`config.mk`:
```
export PLATFORM = sky130hd
export DESIGN_NAME = gpx_port
export DESIGN_NICKNAME = d
export VERILOG_FILES = /design/src/hw/gpx_pkg.sv /design/src/hw/gpx_port.sv
export SDC_FILE = /design/constraint.sdc
export NUM_CORES = 1
export LEC_CHECK = 0
export BUFFER_PORTS_ARGS = -buffer_cell sky130_fd_sc_hd__buf_2
export CAP_MARGIN = 10
export CORE_MARGIN = 2
export CORE_UTILIZATION = 48
export CTS_CLUSTER_SIZE = 28
export DETAILED_ROUTE_END_ITERATION = 10
export PLACE_DENSITY = 0.83
export SLEW_MARGIN = 15
export SYNTH_ARGS = -nofsm -noshare
export SYNTH_HDL_FRONTEND = slang
export SYNTH_SLANG_ARGS = --single-unit
```
`constraint.sdc`:
```
create_clock -name clk_i -period 1.9 [get_ports clk_i]
set_input_delay 0.285 -clock clk_i [delete_from_list [all_inputs] [get_ports clk_i]]
set_output_delay 0.285 -clock clk_i [all_outputs]
set_load 0.005 [all_outputs]
```
`src/hw/gpx_pkg.sv`:
```
package gpx_pkg;

   // ***********************************************************
   // register map
   // ***********************************************************
   localparam logic [1:0] GPX_OFF_DATA  = 2'h0;
   localparam logic [1:0] GPX_OFF_DIR   = 2'h1;
   localparam logic [1:0] GPX_OFF_OPT   = 2'h2;
   localparam logic [1:0] GPX_OFF_SENS  = 2'h3;
   localparam int         GPX_ADDR_W    = 2;
   localparam int         GPX_PINS      = 8;
   localparam logic [7:0] GPX_RST_PORT  = 8'h00;

   // ***********************************************************
   // sensitivity control field layout
   // ***********************************************************
   localparam int         GPX_SENS_MODE_LSB = 0;
   localparam int         GPX_SENS_INV_BIT  = 2;
   localparam logic [7:0] GPX_RST_SENS      = 8'h00;

   // event modes held in the sensitivity register
   localparam logic [1:0] GPX_EV_FALL_LOW = 2'h0;
   localparam logic [1:0] GPX_EV_RISE     = 2'h1;
   localparam logic [1:0] GPX_EV_FALL     = 2'h2;
   localparam logic [1:0] GPX_EV_BOTH     = 2'h3;

   // register bus request
   typedef struct packed {
      logic [1:0] addr;
      logic [7:0] wdata;
      logic       wr;
      logic       rd;
   } gpx_bus_req_type;

   // pad drive bundle
   typedef struct packed {
      logic [7:0] out;
      logic [7:0] oe;
      logic [7:0] pull;
   } gpx_pad_type;

endpackage

```
`src/hw/gpx_port.sv`:
```
// The address-and-strobe port and the placing of the registers were chosen for this implementation.
`timescale 1ns/1ns
// Operation
// RL1: up to eight pins, each independently input or output
// RL2: bit n of data, direction and option registers maps to pin n
// RL3: direction zero means input; data read returns pin level
// RL4: option bit picks floating or pull-up input, with interrupt
// RL5: data write on input pin only updates the latch
// RL6: software loads data before switching pin to output
// RL7: software avoids bit set/clear read-modify-write on data
// RL8: each interrupt input pin can raise the external request
// RL9: event kind set by separate sensitivity register
// RL10: qualified pin events are ORed into one request
// RL11: request latch hidden, cleared on vector fetch
// RL12: writing the sensitivity register cancels a pending request
// RL13: direction one drives latch; data read returns latch
// RL14: option selects push-pull or open-drain; zero always drives low
// RL15: peripheral alternate function overrides standard I/O
// RL16: outgoing peripheral signal forces output with its own drive mode
// RL17: incoming peripheral signal still readable through data register
// RL18: software sets shared-direction peripheral pins floating input
// RL19: interrupt only in interrupt input config and mask inactive
// RL20: input pin with alternate output reads alternate output value
// RL21: output pin with alternate input feeds latch to peripheral
// RL22: reset clears data, direction and option registers
module gpx_port
   import gpx_pkg::*;
#(
   parameter int PINS = GPX_PINS
) (
   // clock and reset
   input  wire logic            clk_i,
   input  wire logic            rst_i,
   // register port
   input  wire gpx_bus_req_type bus_i,
   output logic [7:0]           rdata_o,
   // pads
   input  wire logic [PINS-1:0] pin_in_i,
   output logic [PINS-1:0]      pin_out_o,
   output logic [PINS-1:0]      pin_oe_o,
   output logic [PINS-1:0]      pin_pull_o,
   // alternate functions
   input  wire logic [PINS-1:0] alt_out_en_i,
   input  wire logic [PINS-1:0] alt_out_i,
   input  wire logic [PINS-1:0] alt_od_i,
   input  wire logic [PINS-1:0] alt_in_en_i,
   output logic [PINS-1:0]      alt_in_o,
   // processor interrupt side
   input  wire logic            irq_mask_i,
   input  wire logic            vec_fetch_i,
   output logic                 irq_req_o
);

   // ***********************************************************
   // state
   // ***********************************************************
   logic [PINS-1:0] data_reg,  data_next;
   logic [PINS-1:0] dir_reg,   dir_next;
   logic [PINS-1:0] opt_reg,   opt_next;
   logic [7:0]      sens_reg,  sens_next;
   logic [PINS-1:0] prev_reg,  prev_next;
   logic            pend_reg,  pend_next;
   logic [7:0]      rdata_reg, rdata_next;
   gpx_pad_type     pad_reg,   pad_next;
   logic [PINS-1:0] alt_reg,   alt_next;
   logic            irq_reg,   irq_next;

   logic [PINS-1:0] irq_cfg;
   logic [PINS-1:0] hit;
   logic [PINS-1:0] read_val;
   logic [1:0]      ev_mode;
   logic            ev_inv;

   // widen a pin vector into the 8-bit register lane, upper bits zero
   function automatic logic [7:0] gpx_widen(input logic [PINS-1:0] v);
      logic [7:0] r;
      r = 8'h00;
      r[PINS-1:0] = v;
      return r;
   endfunction

   // ***********************************************************
   // event detection
   // ***********************************************************
   always_comb begin
      ev_mode = sens_reg[GPX_SENS_MODE_LSB +: 2];                         // RL9
      ev_inv  = sens_reg[GPX_SENS_INV_BIT];
      irq_cfg = ~dir_reg & opt_reg;                                       // RL4 RL19
      for (int n = 0; n < PINS; n++) begin
         logic lv;
         logic pv;
         lv = pin_in_i[n] ^ ev_inv;
         pv = prev_reg[n] ^ ev_inv;
         unique case (ev_mode)
            GPX_EV_FALL_LOW: hit[n] = ~lv;
            GPX_EV_RISE:     hit[n] = lv & ~pv;
            GPX_EV_FALL:     hit[n] = ~lv & pv;
            GPX_EV_BOTH:     hit[n] = lv ^ pv;
         endcase
         hit[n] = hit[n] & irq_cfg[n];                                    // RL8
      end
   end

   // ***********************************************************
   // next state
   // ***********************************************************
   always_comb begin
      data_next = data_reg;
      dir_next  = dir_reg;
      opt_next  = opt_reg;
      sens_next = sens_reg;
      prev_next = pin_in_i;
      pend_next = pend_reg;
      // read value per pin: latch for outputs, pin or alternate for inputs
      for (int n = 0; n < PINS; n++) begin
         if (dir_reg[n]) begin
            read_val[n] = data_reg[n];                                    // RL13
         end else if (alt_out_en_i[n]) begin
            read_val[n] = alt_out_i[n];                                   // RL20
         end else begin
            read_val[n] = pin_in_i[n];                                    // RL3 RL17
         end
      end
      rdata_next = 8'h00;
      if (bus_i.rd) begin
         unique case (bus_i.addr)
            GPX_OFF_DATA: rdata_next = gpx_widen(read_val);
            GPX_OFF_DIR:  rdata_next = gpx_widen(dir_reg);
            GPX_OFF_OPT:  rdata_next = gpx_widen(opt_reg);
            GPX_OFF_SENS: rdata_next = sens_reg;
         endcase
      end
      // writes: data always goes to the latch only (RL5), pin follows dir
      if (bus_i.wr) begin
         unique case (bus_i.addr)
            GPX_OFF_DATA: data_next = bus_i.wdata[PINS-1:0];              // RL5 RL2
            GPX_OFF_DIR:  dir_next  = bus_i.wdata[PINS-1:0];              // RL1
            GPX_OFF_OPT:  opt_next  = bus_i.wdata[PINS-1:0];
            GPX_OFF_SENS: sens_next = bus_i.wdata;
         endcase
      end
      // request latch: fetch or any sensitivity write clears, new event wins
      if (vec_fetch_i) begin
         pend_next = 1'b0;                                                // RL11
      end
      if (bus_i.wr && bus_i.addr == GPX_OFF_SENS) begin
         pend_next = 1'b0;                                                // RL12
      end
      if (|hit) begin
         pend_next = 1'b1;                                                // RL10
      end
      // the mask gates the request, not the latch, so nothing is lost while masked
      irq_next = pend_next & ~irq_mask_i;                                 // RL19
   end

   // ***********************************************************
   // pad drive
   // ***********************************************************
   always_comb begin
      // upper lanes of the pad bundle stay zero when fewer pins are built
      pad_next = '0;
      for (int n = 0; n < PINS; n++) begin
         logic v;
         logic od;
         logic drv;
         v   = 1'b0;
         od  = 1'b0;
         drv = 1'b0;
         if (alt_out_en_i[n]) begin
            v   = alt_out_i[n];                                           // RL15 RL16
            od  = alt_od_i[n];
            drv = 1'b1;
         end else begin
            v   = data_reg[n];
            od  = ~opt_reg[n];
            drv = dir_reg[n];
         end
         // open drain releases a high rather than driving it
         pad_next.out[n]  = v;
         pad_next.oe[n]   = drv & (~v | ~od);                             // RL14
         pad_next.pull[n] = ~drv & opt_reg[n];                            // RL4
         // peripheral sees the latch when the pin is an output, zero when unused
         alt_next[n] = alt_in_en_i[n] & (dir_reg[n] ? data_reg[n] : pin_in_i[n]); // RL21
      end
   end

   // ***********************************************************
   // registers
   // ***********************************************************
   always_ff @(posedge clk_i) begin
      if (rst_i) begin
         data_reg  <= GPX_RST_PORT[PINS-1:0];                             // RL22
         dir_reg   <= GPX_RST_PORT[PINS-1:0];
         opt_reg   <= GPX_RST_PORT[PINS-1:0];
         sens_reg  <= GPX_RST_SENS;
         prev_reg  <= '0;
         pend_reg  <= 1'b0;
         rdata_reg <= 8'h00;
         pad_reg   <= '0;
         alt_reg   <= '0;
      end else begin
         data_reg  <= data_next;
         dir_reg   <= dir_next;
         opt_reg   <= opt_next;
         sens_reg  <= sens_next;
         prev_reg  <= prev_next;
         pend_reg  <= pend_next;
         rdata_reg <= rdata_next;
         pad_reg   <= pad_next;
         alt_reg   <= alt_next;
      end
   end

   // ***********************************************************
   // outputs
   // ***********************************************************
   // request flop kept apart so its reset value sits next to the pin
   always_ff @(posedge clk_i) begin
      if (rst_i) begin
         irq_reg <= 1'b0;
      end else begin
         irq_reg <= irq_next;
      end
   end
   assign irq_req_o  = irq_reg;
   assign rdata_o    = rdata_reg;
   assign pin_out_o  = pad_reg.out[PINS-1:0];
   assign pin_oe_o   = pad_reg.oe[PINS-1:0];
   assign pin_pull_o = pad_reg.pull[PINS-1:0];
   assign alt_in_o   = alt_reg;

   // ***********************************************************
   // checks
   // ***********************************************************
   AST_RESET_CLEARS: assert property (@(posedge clk_i) rst_i |=> // RL22
      dir_reg == '0 && opt_reg == '0 && data_reg == '0)
      else $error("port registers not cleared by reset");
   AST_INPUT_UNDRIVEN: assert property (@(posedge clk_i) disable iff (rst_i) // RL5
      (dir_reg == '0 && alt_out_en_i == '0) |=> pin_oe_o == '0)
      else $error("input pin driven");
   AST_READ_LATCH: assert property (@(posedge clk_i) disable iff (rst_i) // RL13
      (bus_i.rd && bus_i.addr == GPX_OFF_DATA && dir_reg == '1)
      |=> rdata_o[PINS-1:0] == $past(data_reg))
      else $error("output read not latch");
   AST_READ_PIN: assert property (@(posedge clk_i) disable iff (rst_i) // RL3
      (bus_i.rd && bus_i.addr == GPX_OFF_DATA && dir_reg == '0 && alt_out_en_i == '0)
      |=> rdata_o[PINS-1:0] == $past(pin_in_i))
      else $error("input read not pin");
   AST_OD_LOW: assert property (@(posedge clk_i) disable iff (rst_i) // RL14
      (alt_out_en_i == '0 && dir_reg[0] && !data_reg[0]) |=> pin_oe_o[0] && !pin_out_o[0])
      else $error("zero not driven low");
   AST_SENS_CANCEL: assert property (@(posedge clk_i) disable iff (rst_i) // RL12
      (bus_i.wr && bus_i.addr == GPX_OFF_SENS && hit == '0) |=> !pend_reg)
      else $error("pending not cancelled");
   AST_FETCH_CLEAR: assert property (@(posedge clk_i) disable iff (rst_i) // RL11
      (vec_fetch_i && hit == '0) |=> !pend_reg && !irq_req_o)
      else $error("fetch did not clear request");
   AST_MASK_GATE: assert property (@(posedge clk_i) disable iff (rst_i) // RL19
      irq_mask_i |=> !irq_req_o)
      else $error("request while masked");
   AST_EVENT_RAISE: assert property (@(posedge clk_i) disable iff (rst_i) // RL10
      (|hit && !irq_mask_i) |=> pend_reg && irq_req_o)
      else $error("event not raised");
   // register writes land and reads return the addressed register
   AST_WRITE_DATA: assert property (@(posedge clk_i) disable iff (rst_i) // RL5
      (bus_i.wr && bus_i.addr == GPX_OFF_DATA) |=> data_reg == $past(bus_i.wdata[PINS-1:0]))
      else $error("data latch write lost");
   AST_WRITE_DIR: assert property (@(posedge clk_i) disable iff (rst_i) // RL1
      (bus_i.wr && bus_i.addr == GPX_OFF_DIR) |=> dir_reg == $past(bus_i.wdata[PINS-1:0]))
      else $error("direction write lost");
   AST_WRITE_OPT: assert property (@(posedge clk_i) disable iff (rst_i) // RL2
      (bus_i.wr && bus_i.addr == GPX_OFF_OPT) |=> opt_reg == $past(bus_i.wdata[PINS-1:0]))
      else $error("option write lost");
   AST_WRITE_SENS: assert property (@(posedge clk_i) disable iff (rst_i) // RL9
      (bus_i.wr && bus_i.addr == GPX_OFF_SENS) |=> sens_reg == $past(bus_i.wdata))
      else $error("sensitivity write lost");
   AST_READ_DIR: assert property (@(posedge clk_i) disable iff (rst_i) // RL2
      (bus_i.rd && bus_i.addr == GPX_OFF_DIR) |=> rdata_o[PINS-1:0] == $past(dir_reg))
      else $error("direction read wrong");
   AST_READ_OPT: assert property (@(posedge clk_i) disable iff (rst_i) // RL2
      (bus_i.rd && bus_i.addr == GPX_OFF_OPT) |=> rdata_o[PINS-1:0] == $past(opt_reg))
      else $error("option read wrong");
   AST_READ_SENS: assert property (@(posedge clk_i) disable iff (rst_i) // RL9
      (bus_i.rd && bus_i.addr == GPX_OFF_SENS) |=> rdata_o == $past(sens_reg))
      else $error("sensitivity read wrong");
   AST_READ_IDLE: assert property (@(posedge clk_i) disable iff (rst_i) // RL2
      !bus_i.rd |=> rdata_o == 8'h00)
      else $error("read data outside read cycle");
   AST_READ_ALT: assert property (@(posedge clk_i) disable iff (rst_i) // RL20
      (bus_i.rd && bus_i.addr == GPX_OFF_DATA && !dir_reg[0] && alt_out_en_i[0])
      |=> rdata_o[0] == $past(alt_out_i[0]))
      else $error("input read not alternate output");
   // standard pad drive and pulls
   AST_PUSH_HIGH: assert property (@(posedge clk_i) disable iff (rst_i) // RL14
      (!alt_out_en_i[0] && dir_reg[0] && data_reg[0] && opt_reg[0])
      |=> pin_oe_o[0] && pin_out_o[0])
      else $error("push-pull one not driven high");
   AST_OD_RELEASE: assert property (@(posedge clk_i) disable iff (rst_i) // RL14
      (!alt_out_en_i[0] && dir_reg[0] && data_reg[0] && !opt_reg[0]) |=> !pin_oe_o[0])
      else $error("open drain one not released");
   AST_OUT_LATCH: assert property (@(posedge clk_i) disable iff (rst_i) // RL13
      (!alt_out_en_i[0] && dir_reg[0]) |=> pin_out_o[0] == $past(data_reg[0]))
      else $error("output not from latch");
   AST_PULL_ON: assert property (@(posedge clk_i) disable iff (rst_i) // RL4
      (!alt_out_en_i[0] && !dir_reg[0] && opt_reg[0]) |=> pin_pull_o[0])
      else $error("pull-up missing");
   AST_PULL_OFF: assert property (@(posedge clk_i) disable iff (rst_i) // RL4
      (alt_out_en_i[0] || dir_reg[0] || !opt_reg[0]) |=> !pin_pull_o[0])
      else $error("pull-up outside pull-up input");
   // alternate function override
   AST_ALT_PUSH: assert property (@(posedge clk_i) disable iff (rst_i) // RL16
      (alt_out_en_i[0] && !alt_od_i[0]) |=> pin_oe_o[0] && pin_out_o[0] == $past(alt_out_i[0]))
      else $error("alternate output not driven");
   AST_ALT_RELEASE: assert property (@(posedge clk_i) disable iff (rst_i) // RL16
      (alt_out_en_i[0] && alt_od_i[0] && alt_out_i[0]) |=> !pin_oe_o[0])
      else $error("alternate open drain not released");
   AST_ALT_IN_LATCH: assert property (@(posedge clk_i) disable iff (rst_i) // RL21
      (alt_in_en_i[0] && dir_reg[0]) |=> alt_in_o[0] == $past(data_reg[0]))
      else $error("peripheral input not latch");
   AST_ALT_IN_PIN: assert property (@(posedge clk_i) disable iff (rst_i) // RL17
      (alt_in_en_i[0] && !dir_reg[0]) |=> alt_in_o[0] == $past(pin_in_i[0]))
      else $error("peripheral input not pin");
   AST_ALT_IN_IDLE: assert property (@(posedge clk_i) disable iff (rst_i) // RL15
      !alt_in_en_i[0] |=> !alt_in_o[0])
      else $error("unused peripheral input active");
   // interrupt qualification and the request latch
   AST_RISE_RAISE: assert property (@(posedge clk_i) disable iff (rst_i) // RL8
      (!dir_reg[0] && opt_reg[0] && !prev_reg[0] && pin_in_i[0] && !irq_mask_i &&
       sens_reg[GPX_SENS_MODE_LSB +: 2] == GPX_EV_RISE && !sens_reg[GPX_SENS_INV_BIT])
      |=> irq_req_o)
      else $error("rising edge missed");
   AST_FALL_RAISE: assert property (@(posedge clk_i) disable iff (rst_i) // RL9
      (!dir_reg[0] && opt_reg[0] && prev_reg[0] && !pin_in_i[0] && !irq_mask_i &&
       sens_reg[GPX_SENS_MODE_LSB +: 2] == GPX_EV_FALL && !sens_reg[GPX_SENS_INV_BIT])
      |=> irq_req_o)
      else $error("falling edge missed");
   AST_LEVEL_RAISE: assert property (@(posedge clk_i) disable iff (rst_i) // RL9
      (!dir_reg[0] && opt_reg[0] && !pin_in_i[0] && !irq_mask_i &&
       sens_reg[GPX_SENS_MODE_LSB +: 2] == GPX_EV_FALL_LOW && !sens_reg[GPX_SENS_INV_BIT])
      |=> irq_req_o)
      else $error("low level missed");
   AST_INV_LEVEL: assert property (@(posedge clk_i) disable iff (rst_i) // RL9
      (!dir_reg[0] && opt_reg[0] && pin_in_i[0] && !irq_mask_i &&
       sens_reg[GPX_SENS_MODE_LSB +: 2] == GPX_EV_FALL_LOW && sens_reg[GPX_SENS_INV_BIT])
      |=> irq_req_o)
      else $error("inverted level missed");
   AST_OR_PINS: assert property (@(posedge clk_i) disable iff (rst_i) // RL10
      (!dir_reg[1] && opt_reg[1] && !pin_in_i[1] &&
       sens_reg[GPX_SENS_MODE_LSB +: 2] == GPX_EV_FALL_LOW && !sens_reg[GPX_SENS_INV_BIT])
      |=> pend_reg)
      else $error("second pin not ored");
   AST_NO_CFG: assert property (@(posedge clk_i) disable iff (rst_i) // RL19
      (opt_reg == '0 && !pend_reg) |=> !pend_reg)
      else $error("request without interrupt input");
   AST_LATCH_HOLD: assert property (@(posedge clk_i) disable iff (rst_i) // RL11
      (pend_reg && !vec_fetch_i && !(bus_i.wr && bus_i.addr == GPX_OFF_SENS)) |=> pend_reg)
      else $error("pending request lost");

endmodule

```
# [After elaboration in Yosys (flattened, before gate mapping)]
# Index checks and enable logic that the tools add are counted.
[word_totals] inputBits=56 word_cells=220 register_bits=82
[op_classes] bitwise=133 muxes=60 reduce_logical=9 eq_ne=6
[op_table] op="two-way mux 1 bit" count=51
[op_table] op="inverter 1 bit" count=50
[op_table] op="bitwise AND 1 bit" count=49
[op_table] op="case mux 1 bit (4 select lines)" count=8
[op_table] op="case mux 8 bit (4 select lines)" count=1
[op_table] op="bitwise XOR 1 bit" count=24
[op_table] op="bitwise AND 8 bit" count=1
[op_table] op="equality test 2 bit (second input constant)" count=4
[op_table] op="inverter 8 bit" count=1
[op_table] op="bitwise OR 1 bit" count=8
[op_table] op="AND reduction 2 bit" count=4
[op_table] op="OR reduction 8 bit" count=1
[op_table] op="equality test 2 x 1 -> 1 bit (second input constant)" count=2
[op_table] op="logical NOT 2 bit" count=2
[op_table] op="OR reduction 2 bit" count=1
[op_table] op="logical AND 1 bit" count=1

# [Logic depth before layout (Yosys ltp)]
# Gate-level depths: netlist (run 1).
[depth] ltp_word=8 depth_mapped=10 depth_no_buf=8

# [Worst setup path after synthesis (run 1)]
# No wires, ideal clock.
[synth_timing] path_kind="reg2reg" start="register sens_reg[2]" end="register irq_reg, in the netlist irq_req_o" path_buffers=2 period_less_slack_ns=2.047 required_ns=1.809 slack_ns=-0.147 stages_incl_launch_ff=9 arrival_time_ns=1.956 cell_sequence="dfxtp_1 > buf_6 > buf_2 > xor2_1 > ha_1 > mux4_2 > nor2_1 > a311oi_1 > a311oi_1"
[synth_between] elab_chain_cells=8 word_cells_on_any_way=75
[synth_rtl] element="from (decl)" line_no="gpx_port.sv:60" rtl="logic [7:0] sens_reg, sens_next;"
[synth_rtl] element="from (signal assigned)" line_no="gpx_port.sv:205" rtl="sens_reg <= sens_next;"
[synth_rtl] element="bitwise XOR 1 bit, on equally long branches" line_no="gpx_port.sv:92, gpx_port.sv:93"
[synth_rtl] element="inverter 1 bit, on equally long branches" line_no="gpx_port.sv:95, gpx_port.sv:97, gpx_port.sv:96"
[synth_rtl] element="bitwise AND 1 bit, on equally long branches" line_no="gpx_port.sv:97, gpx_port.sv:96"
[synth_rtl] element="case mux 1 bit (4 select lines)" line_no="gpx_port.sv:94" rtl="unique case (ev_mode)"
[synth_rtl] element="bitwise AND 1 bit" line_no="gpx_port.sv:100" rtl="hit[n] = hit[n] & irq_cfg[n];"
[synth_rtl] element="OR reduction 8 bit *" line_no="gpx_port.sv:149" rtl="if (|hit) begin"
[synth_rtl] element="two-way mux 1 bit *" line_no="gpx_port.sv:149"
[synth_rtl] element="bitwise AND 1 bit *" line_no="gpx_port.sv:153" rtl="irq_next = pend_next & ~irq_mask_i;"
[synth_rtl] element="to (signal assigned)" line_no="gpx_port.sv:222" rtl="irq_reg <= irq_next;"
[synth_rtl] element="to (decl)" line_no="gpx_port.sv:66" rtl="logic irq_reg, irq_next;"
# Every way passes the cells marked *; elsewhere a longest branch is shown, timed or not.
# A chain may end at the register's enable or synchronous reset.

# [Worst setup path in the final report (run 1)]
# Same ends and word-level chain as after synthesis.

==> metrics.txt, run 1 <==
top-count cell post-synth=dfxtp_1; crit share post-route=1.103; core area=0.007727 sq mm; First DRT Iteration DRCs=around 190; Crit. End Element=register; placed cells=between 600 and 700; Leak=2.260 nW; # hold bufs at CTS=0; first-pass GRT wire length=between 10000 and 15000 um; Synth top area share=0.4302; Final Util=0.6347; vias=3322; die width=93.17 um; Fin. Hold Viols=0; CP arrival=2.37 ns; layout cell share with drive strength beyond 1=0.3008; Synth Register Bits=82; row count=32; final wirelength=9590 um; RePlAce Congestion=0.9130; Design Area, Final=0.004905 sq mm; fin crit period=2.096 ns; PnR worst setup slack=-0.1958 ns; Root Buffer=clkbuf_8; Area contributors post-synth=dfxtp_1, mux2i_1, ha_1, nor2_1, xor2_1; DRT Pass-1 Iters=4; Final Skew=0.006581 ns; final setup vio count=2; final setup TNS=-0.3354 ns; htree depth=3; Slew Limit Fails=0; Req. time, crit path=2.17 ns; fmax=477.2 MHz; Primary FF master, synth=dfxtp_1; Critical Path Fanout Max=7; Die Ht=93.17 um; max cap viols=0; Post-synth top cells=dfxtp_1, mux2i_1, nor2_1; die footprint=0.008680 sq mm; Placed Area=roughly 0.0045 sq mm; Mapped Cells=409; power per cell area=~790 mW/mm^2; FFs w/ async S/R, synth=0; TritonCTS clock tree=built; maximum number of pins on one net before global-route repair=75; Antenna Nets Post-Route=0; Reg2Reg Depth=9; initial antenna violation count=0; worst slew pin tran=0.5598 ns; hold crit path type=in -> reg; clk sinks=82; Total Routing Usage GR=0.2209; max_slew headroom=0.6268; Area Growth Syn to Fin=28.52%; Starting Density=0.4938; Synthesis Warnings=0; clk_lat worst skew=0.36 ns; syn_nets=481; post-synthesis cell type count=32; clock buffer count from CTS=9; worst setup path category=reg -> reg; Worst setup SP type=register; ant diodes=0; Ports=between 90 and 100; status=complete, but fails checks; Clock Pin Slew Worst Setup and Hold Paths=about 0.080 ns; WL per Instance=15.37 um; final cell count without fillers=624; hold depth=2; Seq/Total Area, Yosys=0.4302; vias in the first global route=3167; RSZ-0062 raised after global routing=yes; Yosys top cell by area=dfxtp_1; Synth Cell Area=0.003816 sq mm; Remaining Overflow, GRT=0; DP HPWL=6599 um; Post-synth EDFFs=0; Vias/cell=5.324; Max Root-Sink Buffers=2; port bufs=96; Residual DRC=0; maximum vdd drop=0.4149 mV; failing checks=negative setup slack; Avg Cell Area, Syn=between 9 and 10 sq um; # nets final=589
==> metrics by stage <==
| step | hold WS (ns) | total power, mW | setup WS, ns |
|---|---|---|---|
| floorplan | 0.3571 | 2.141 | 0.008359 |
| finish | 0.1133 | 3.892 | -0.1958 |
| detailed placement | 0.4479 | 2.364 | -0.1374 |
| CTS | 0.09621 | 3.883 | -0.09449 |
| global route | 0.1014 | 4.044 | -0.2640 |
| global placement | 0.4433 | 2.339 | -0.02099 |
==> worst paths after layout <==
check | slack (ns) | to | start
min reg2reg | 0.46 | sens_reg[7] | sens_reg[7]
max reg2reg | -0.20 | irq_req_o | sens_reg[2]
min | 0.11 | irq_req_o | irq_mask_i
max | -0.20 | irq_req_o | sens_reg[2]
==> per-layer routing <==
layer | vias up | global-route usage | part of all wire
li1 | 1631 | - | -
met1 | 1563 | 0.2566 | 0.41
met2 | 112 | 0.3889 | 0.51
met3 | 16 | 0.04351 | 0.063
met4 | 0 | 0.1066 | 0.018
met5 | - | 0 | 0
==> worst max-delay path, stage by stage, from the launching register on <==
cell	delay, ns
dfxtp_4	0.37
buf_12	0.15
buf_4	0.14
xor2_2	0.23
ha_1	0.29
nand2_1	0.07
o21ai_0	0.09
a211oi_1	0.31
nor4_1	0.11
a311oi_1	0.26
==> final cells by class <==
cell class,count,area (sq um)
Timing Repair Buffer,123,709.4
Sequential cell,82,1645
Clock buffer,10,127.6
Multi-Input combinational cell,281,2106
Tap cell,102,127.6
Inverter,20,75.07
Clock inverter,6,113.9
Fill cell,595,2823
==> cells by family (layout without fill, tap and decap cells) <==
| family | after synthesis | after routing | share of synthesized area |
|---|---|---|---|
| flip-flops | 82 | 82 | 0.4302 |
| AO/OA/AOI/OAI | 70 | 70 | 0.1187 |
| buffers and inverters | 46 | 159 | 0.04918 |
| adder cells (fa/ha/maj) | 16 | 16 | 0.05246 |
| AND/OR/NAND/NOR | 122 | 122 | 0.1600 |
| XOR/XNOR | 16 | 16 | 0.03672 |
| multiplexers | 57 | 57 | 0.1528 |
==> power breakdown <==
group / switching [mW] / internal (mW)
clock network: 0.649 / 0.878
registers: 0.0444 / 1.79
logic: 0.283 / 0.252
total: 0.976 / 2.92
==> layout by cell type, fill, tap and decap left out, types with 11 or more instances in the layout <==
cell,n
buf_2,97
dfxtp_1,81
mux2i_1,56
nor2_1,44
nand2_1,23
buf_4,23
inv_1,19
o21ai_0,18
a21oi_1,16
ha_1,14
nor3b_1,13
nand2b_1,13
a211oi_1,13
nor2b_1,11
==> repair_timing <==
action	4_1_cts	5_1_grt
gates resized for setup	11	13
setup endpoints to repair	2	2
setup buffers	2	0
cloned	1	0
pin swaps	7	8
Note: power is estimated with default switching activity, not from simulation.
==> run 2, diff against run 1 <==
RECOVER_POWER = 50   (was not set)
TNS_END_PERCENT = 1   (was not set)
==> metrics.txt, run 2 (synthesized netlist as in run 1, its figures left out) <==
most frequent cells in the layout=buf_2, dfxtp_1, mux2i_1; row count=32 (unchanged); global routing usage on met1=0.2561 (-0.0005112); Antenna Nets Post-Route=0 (unchanged); Final Skew=0.007258 ns (+0.0006768 ns); port bufs=96 (unchanged); core area=0.007727 sq mm (unchanged); final wirelength=9403 um (-1.9%); power per cell area=802.5 mW/mm^2 (+1.1%); GR peak layer=met2; Leak=2.235 nW (-1.1%); initial antenna violation count=0 (unchanged); Area Growth Syn to Fin=26.23%; Remaining Overflow, GRT=0 (unchanged); Worst setup SP type=register; final setup vio count=2 (unchanged); DP HPWL=6599 um (unchanged); Slew Limit Fails=0 (unchanged); worst setup path category=reg -> reg; placed cells=605 (unchanged); Fin. Hold Viols=0 (unchanged); first-pass GRT wire length=14920 um (about the same); clk sinks=82 (unchanged); Residual DRC=0 (unchanged); RSZ-0062 raised after global routing=yes; DP Worst Slack=-0.1374 ns (unchanged); Clock Pin Slew Worst Setup and Hold Paths=0.08 ns (about the same); Starting Density=0.4938 (unchanged); hold crit path type=in -> reg; met3 usage=0.04351 (unchanged); Vias/cell=5.308 (-0.30%); max cap viols=0 (unchanged); # fillers=619 (+4.0%); Max Root-Sink Buffers=2 (unchanged); Total Routing Usage GR=0.2208 (about the same); Root Buffer=clkbuf_8; vias=3312 (-0.30%); DRT Pass-1 Iters=4 (unchanged); commonest non-fill, non-tap cell in the layout=buf_2; crit share post-route=1.078 (-0.02487); critical path's slowest cell=dfxtp_4; worst slew pin tran=0.6927 ns (+0.1329 ns); PnR worst setup slack=-0.1485 ns (+0.04725 ns); fmax=488.2 MHz (+2.3%); crit-path cells=buf_2 > buf_4 > xor2_1 > inv_1 > ha_1 > o21ai_0 > a211oi_1 > nor4_1 > a311oi_1; clk_lat worst skew=0.36 ns (about the same); final cell count without fillers=624 (unchanged); Worst path max stage delay=0.36 ns (about the same); Req. time, crit path=2.13 ns (-0.04 ns); CP arrival=2.28 ns (-0.09 ns); status=complete, but fails checks; # nets final=589 (unchanged); First DRT Iteration DRCs=155 (-19%); Crit. End Element=register; # hold bufs at CTS=0 (unchanged); TritonCTS clock tree=built; Ports=97 (unchanged); layout cell share with drive strength beyond 1=0.2759 (-0.02490); htree depth=3 (unchanged); ant diodes=0 (unchanged); RePlAce Congestion=0.9130 (unchanged); WL per Instance=15.07 um (-1.9%); die footprint=0.008680 sq mm (unchanged); die width=93.17 um (unchanged); grt met2 use=0.3889 (unchanged); failing checks=negative setup slack; maximum vdd drop=0.4149 mV (about the same); clock buffer count from CTS=9 (unchanged); Die Ht=93.17 um (unchanged); max_slew headroom=0.5382 (-0.08862); maximum number of pins on one net before global-route repair=75 (unchanged); fin crit period=2.049 ns (-0.04725 ns); vias in the first global route=3167 (unchanged); Critical Path Fanout Max=4 (-3)
## run 2: changes by cell type in the layout (fill, tap and decap cells not counted), moves of 2 or more
cell,change
buf_2,-2
buf_4,-3
clkbuf_1,+4
ha_1,+2
nor3b_1,+2
nor3b_2,-2
xor2_1,+3
xor2_2,-2
## run 2: metal layers
metal | share of wire | wire length, um | vias up
met5 | 0 | 0 | -
met4 | 0.024 | 227 | 0
met3 | 0.056 | 530 | 23
met2 | 0.51 | 4786 | 93
met1 | 0.41 | 3860 | 1562
li1 | - | - | 1634
## run 2: worst paths after layout
path            endpoint   startpoint  depth (start not counted)  slack, ns
min reg2reg  sens_reg[7]  sens_reg[7]                          2       0.46
max            irq_req_o  sens_reg[2]                          9      -0.15
min            irq_req_o   irq_mask_i                          2       0.11
max reg2reg    irq_req_o  sens_reg[2]                          9      -0.15
## run 2: per-stage QoR
step / TNS, ns / util / total power, mW / instance area [sq um] / hold slack [ns]
6_report: -0.2775 / 0.6234 / 3.866 / 4817 / 0.1146
3_5_place_dp: -0.2660 / 0.5835 / 2.364 / 4509 / 0.4479
2_1_floorplan: 0 / - / 2.141 / 3826 / 0.3571
3_3_place_gp: -0.02147 / 0.5835 / 2.339 / 4509 / 0.4433
5_1_grt: -0.4102 / 0.6234 / 4.017 / 4817 / 0.1014
4_1_cts: -0.1496 / 0.6244 / 3.883 / 4825 / 0.09621
## run 2: repair_timing
| item | CTS | global route |
|---|---|---|
| resized for setup | 10 | 2 |
| setup endpoints to repair | 2 | 2 |
| buffers inserted | 2 | 0 |
| cloned | 1 | 0 |
| pin swaps | 2 | 0 |
## run 2: power breakdown
part           switching (mW)  total, mW  internal (mW)
clock network           0.645       1.52          0.878
registers              0.0429       1.83           1.79
logic                   0.273      0.514          0.241
## run 2: critical path: cells and delay by family, from the launching register on
kind | cells | cell delay [ns]
compound gates | 3 | 0.47
xor+xnor | 1 | 0.18
fa+ha+maj | 1 | 0.20
buf+inv | 3 | 0.37
flops | 1 | 0.36
simple gates | 1 | 0.35
## run 2: cell type report
cell class                      instances  area (sq um)  area share
Multi-Input combinational cell        281          2039      0.4234
Sequential cell                        82          1645      0.3416
Timing Repair Buffer                  123         688.2      0.1429
Clock buffer                           10         127.6     0.02649
Tap cell                              102         127.6     0.02649
Clock inverter                          6         113.9     0.02364
Inverter                               20         75.07     0.01558
==> run 3, diff against run 2 <==
ABC_AREA = 1   (was not set)
CTS_CLUSTER_DIAMETER = 40   (was not set)
==> metrics.txt, run 3 <==
First DRT Iteration DRCs=245 (+58%); core area=0.007647 sq mm (-1.0%); Max Root-Sink Buffers=2 (unchanged); Clock power frac=0.357 (-0.037); die footprint=0.008524 sq mm (-1.8%); Hold Startpoint=irq_mask_i; Starting Density=0.4897 (-0.004155); Worst Path Buf+Inv=2 (-1); # nets final=686 (+16%); crit share post-route=0.9638 (-0.1143); first-pass GRT wire length=15610 um (+4.6%); DP HPWL=6927 um (+5.0%); htree depth=3 (unchanged); Die Ht=92.33 um (-0.90%); Avg Cell Area, Syn=7.314 sq um (-22%); commonest non-fill, non-tap cell in the layout=nand2_1; max_slew headroom=0.4784 (-0.05973); Mapped Cells=512 (+25%); worst setup path category=reg -> reg; Post-synth top cells=nand2_1, dfxtp_1, inv_1; clk_lat worst skew=0.36 ns (about the same); Root Buffer=clkbuf_8; top-count cell post-synth=nand2_1; maximum vdd drop=0.7021 mV (+69%); Critical Path Fanout Max=8 (+4); port bufs=96 (unchanged); Gate power share=0.149 (+0.016); status=complete, no violations; crit-path cells=buf_4 > xnor2_2 > inv_1 > ha_1 > or2_0 > nand3_1 > nand2_1 > nand3_1 > nor2_1 > nand2_1 > nand2_1 > nor2_1; RePlAce Congestion=0.8925 (-2.2%); final wirelength=9644 um (+2.6%); Total Routing Usage GR=0.2289 (+0.008091); Pint=2.682 mW (-7.7%); switching share of power=0.2825 (+0.03398); most frequent cells in the layout=nand2_1, buf_2, dfxtp_1; sequential share of power=0.494 (+0.021); Seq/Total Area, Yosys=0.4384 (+0.008192); CP arrival=2.13 ns (-0.15 ns); die width=92.33 um (-0.90%); Clock Pin Slew Worst Setup and Hold Paths=0.09 ns (about the same); Remaining Overflow, GRT=0 (unchanged); post-synthesis cell type count=25 (-22%); FF+latch area=0.001643 sq mm (-0.15%); Leak=2.212 nW (-1.0%); Area Growth Syn to Fin=22.72%; clock buffer count from CTS=9 (unchanged); Vias/cell=5.265 (-0.81%); Antenna Nets Post-Route=0 (unchanged); Worst setup SP type=register; Slew Limit Fails=0 (unchanged); Synth top area share=0.4384 (+0.008192); final cell count without fillers=721 (+16%); delay-heaviest family, CP=simple AND/OR/NAND/NOR gates; power per cell area=813.3 mW/mm^2 (+1.3%); vias=3796 (+15%); # fillers=706 (+14%); row count=32 (unchanged); max cap viols=0 (unchanged); Synthesis Warnings=0 (unchanged); Power, Total=3.738 mW (-3.3%); maximum number of pins on one net before global-route repair=35 (-53%); Crit. End Element=register; Ports=97 (unchanged); Primary FF master, synth=dfxtp_1; FFs w/ async S/R, synth=0 (unchanged); net switching power=1.056 mW (+9.9%); initial antenna violation count=0 (unchanged); area of the multi-input gates=0.001782 sq mm (-13%); critical path's slowest cell=dfxtp_2; fin crit period=1.831 ns (-0.2172 ns); Area contributors post-synth=dfxtp_1, nand2_1, a21oi_1, inv_1, o21ai_0; Fin. Hold Viols=0 (unchanged); clk sinks=82 (unchanged); post-CTS resize count=0 (-10); final setup vio count=0 (-2); Worst path max stage delay=0.35 ns (about the same); Yosys top cell by area=dfxtp_1; WL per Instance=13.38 um (-11%); hold crit path type=in -> reg; Final Skew=0.007616 ns (+0.0003585 ns); Post-synth EDFFs=0 (unchanged); Req. time, crit path=2.20 ns (+0.07 ns); CP startpoint=sens_reg[2]; Residual DRC=0 (unchanged); worst slew pin tran=0.7823 ns (+0.08960 ns); fmax=546.1 MHz (+12%); most used cell along the critical path=nand2_1; postcts setup bufs=0 (-2); DRT Pass-1 Iters=6 (+2); # hold bufs at CTS=0 (unchanged); Synth Register Bits=82 (unchanged); placed cells=705 (+17%); ant diodes=0 (unchanged); Synth Cell Area=0.003745 sq mm (-1.9%); TritonCTS clock tree=built; layout cell share with drive strength beyond 1=0.2052 (-0.07069); vias in the first global route=3547 (+12%); syn_nets=584 (+21%); worst reg2reg path startpoint=sens_reg[2]
run 3: layout make-up:
| cell class | instances | area share |
|---|---|---|
| Multi-Input combinational cell | 340 | 0.3877 |
| Sequential cell | 82 | 0.3575 |
| Timing Repair Buffer | 105 | 0.1190 |
| Inverter | 76 | 0.06207 |
| Clock buffer | 10 | 0.02995 |
| Tap cell | 102 | 0.02777 |
| Clock inverter | 6 | 0.01606 |
run 3: path summary, 6_finish.rpt:
| check | slack (ns) | depth (start not counted) | end |
|---|---|---|---|
| min reg2reg | 0.46 | 2 | sens_reg[5] |
| max | 0.07 | 12 | irq_req_o |
| min | 0.07 | 2 | irq_req_o |
| max reg2reg | 0.07 | 12 | irq_req_o |
run 3: logic make-up (layout without fill, tap and decap cells):
group,count (synthesis),count (layout),synth area share
AOI/OAI and AO/OA,134,134,0.1945
xor gates and xnor gates,8,8,0.01871
adders and majority gates,16,16,0.05346
buffers and inverters,90,197,0.09322
DFF,82,82,0.4384
and+or+nand+nor,182,182,0.2018
run 3: stage by stage:
step	instance area (sq um)	utilization	setup WS (ns)	setup TNS (ns)	hold WS (ns)
global placement	4369	0.5713	0.1673	0	0.4393
CTS	4581	0.5990	0.03730	0	0.07321
floorplan	3745	-	0.1454	0	0.3574
finish	4596	0.6009	0.06873	0	0.07337
global route	4596	0.6009	-0.01138	-0.01138	0.05935
detailed placement	4369	0.5713	0.06533	0	0.4431
run 3: power by group through the flow:
stage / Combinational [mW] / Sequential (mW) / Clock (mW)
floorplan: 0.323 / 1.88 / 0
detailed placement: 0.543 / 1.88 / 0
global placement: 0.520 / 1.88 / 0
global route: 0.630 / 1.86 / 1.43
CTS: 0.549 / 1.85 / 1.35
finish: 0.557 / 1.85 / 1.33
run 3: layer usage:
metal  routed length, um  up-vias  part of all wire  GRT usage
li1                    -     1878                 -          -
met1                4088     1738              0.42     0.2692
met2                4721      156              0.49     0.4009
met3                 648       24             0.067    0.06021
met4                 185        0             0.019    0.08209
met5                   0        -                 0          0
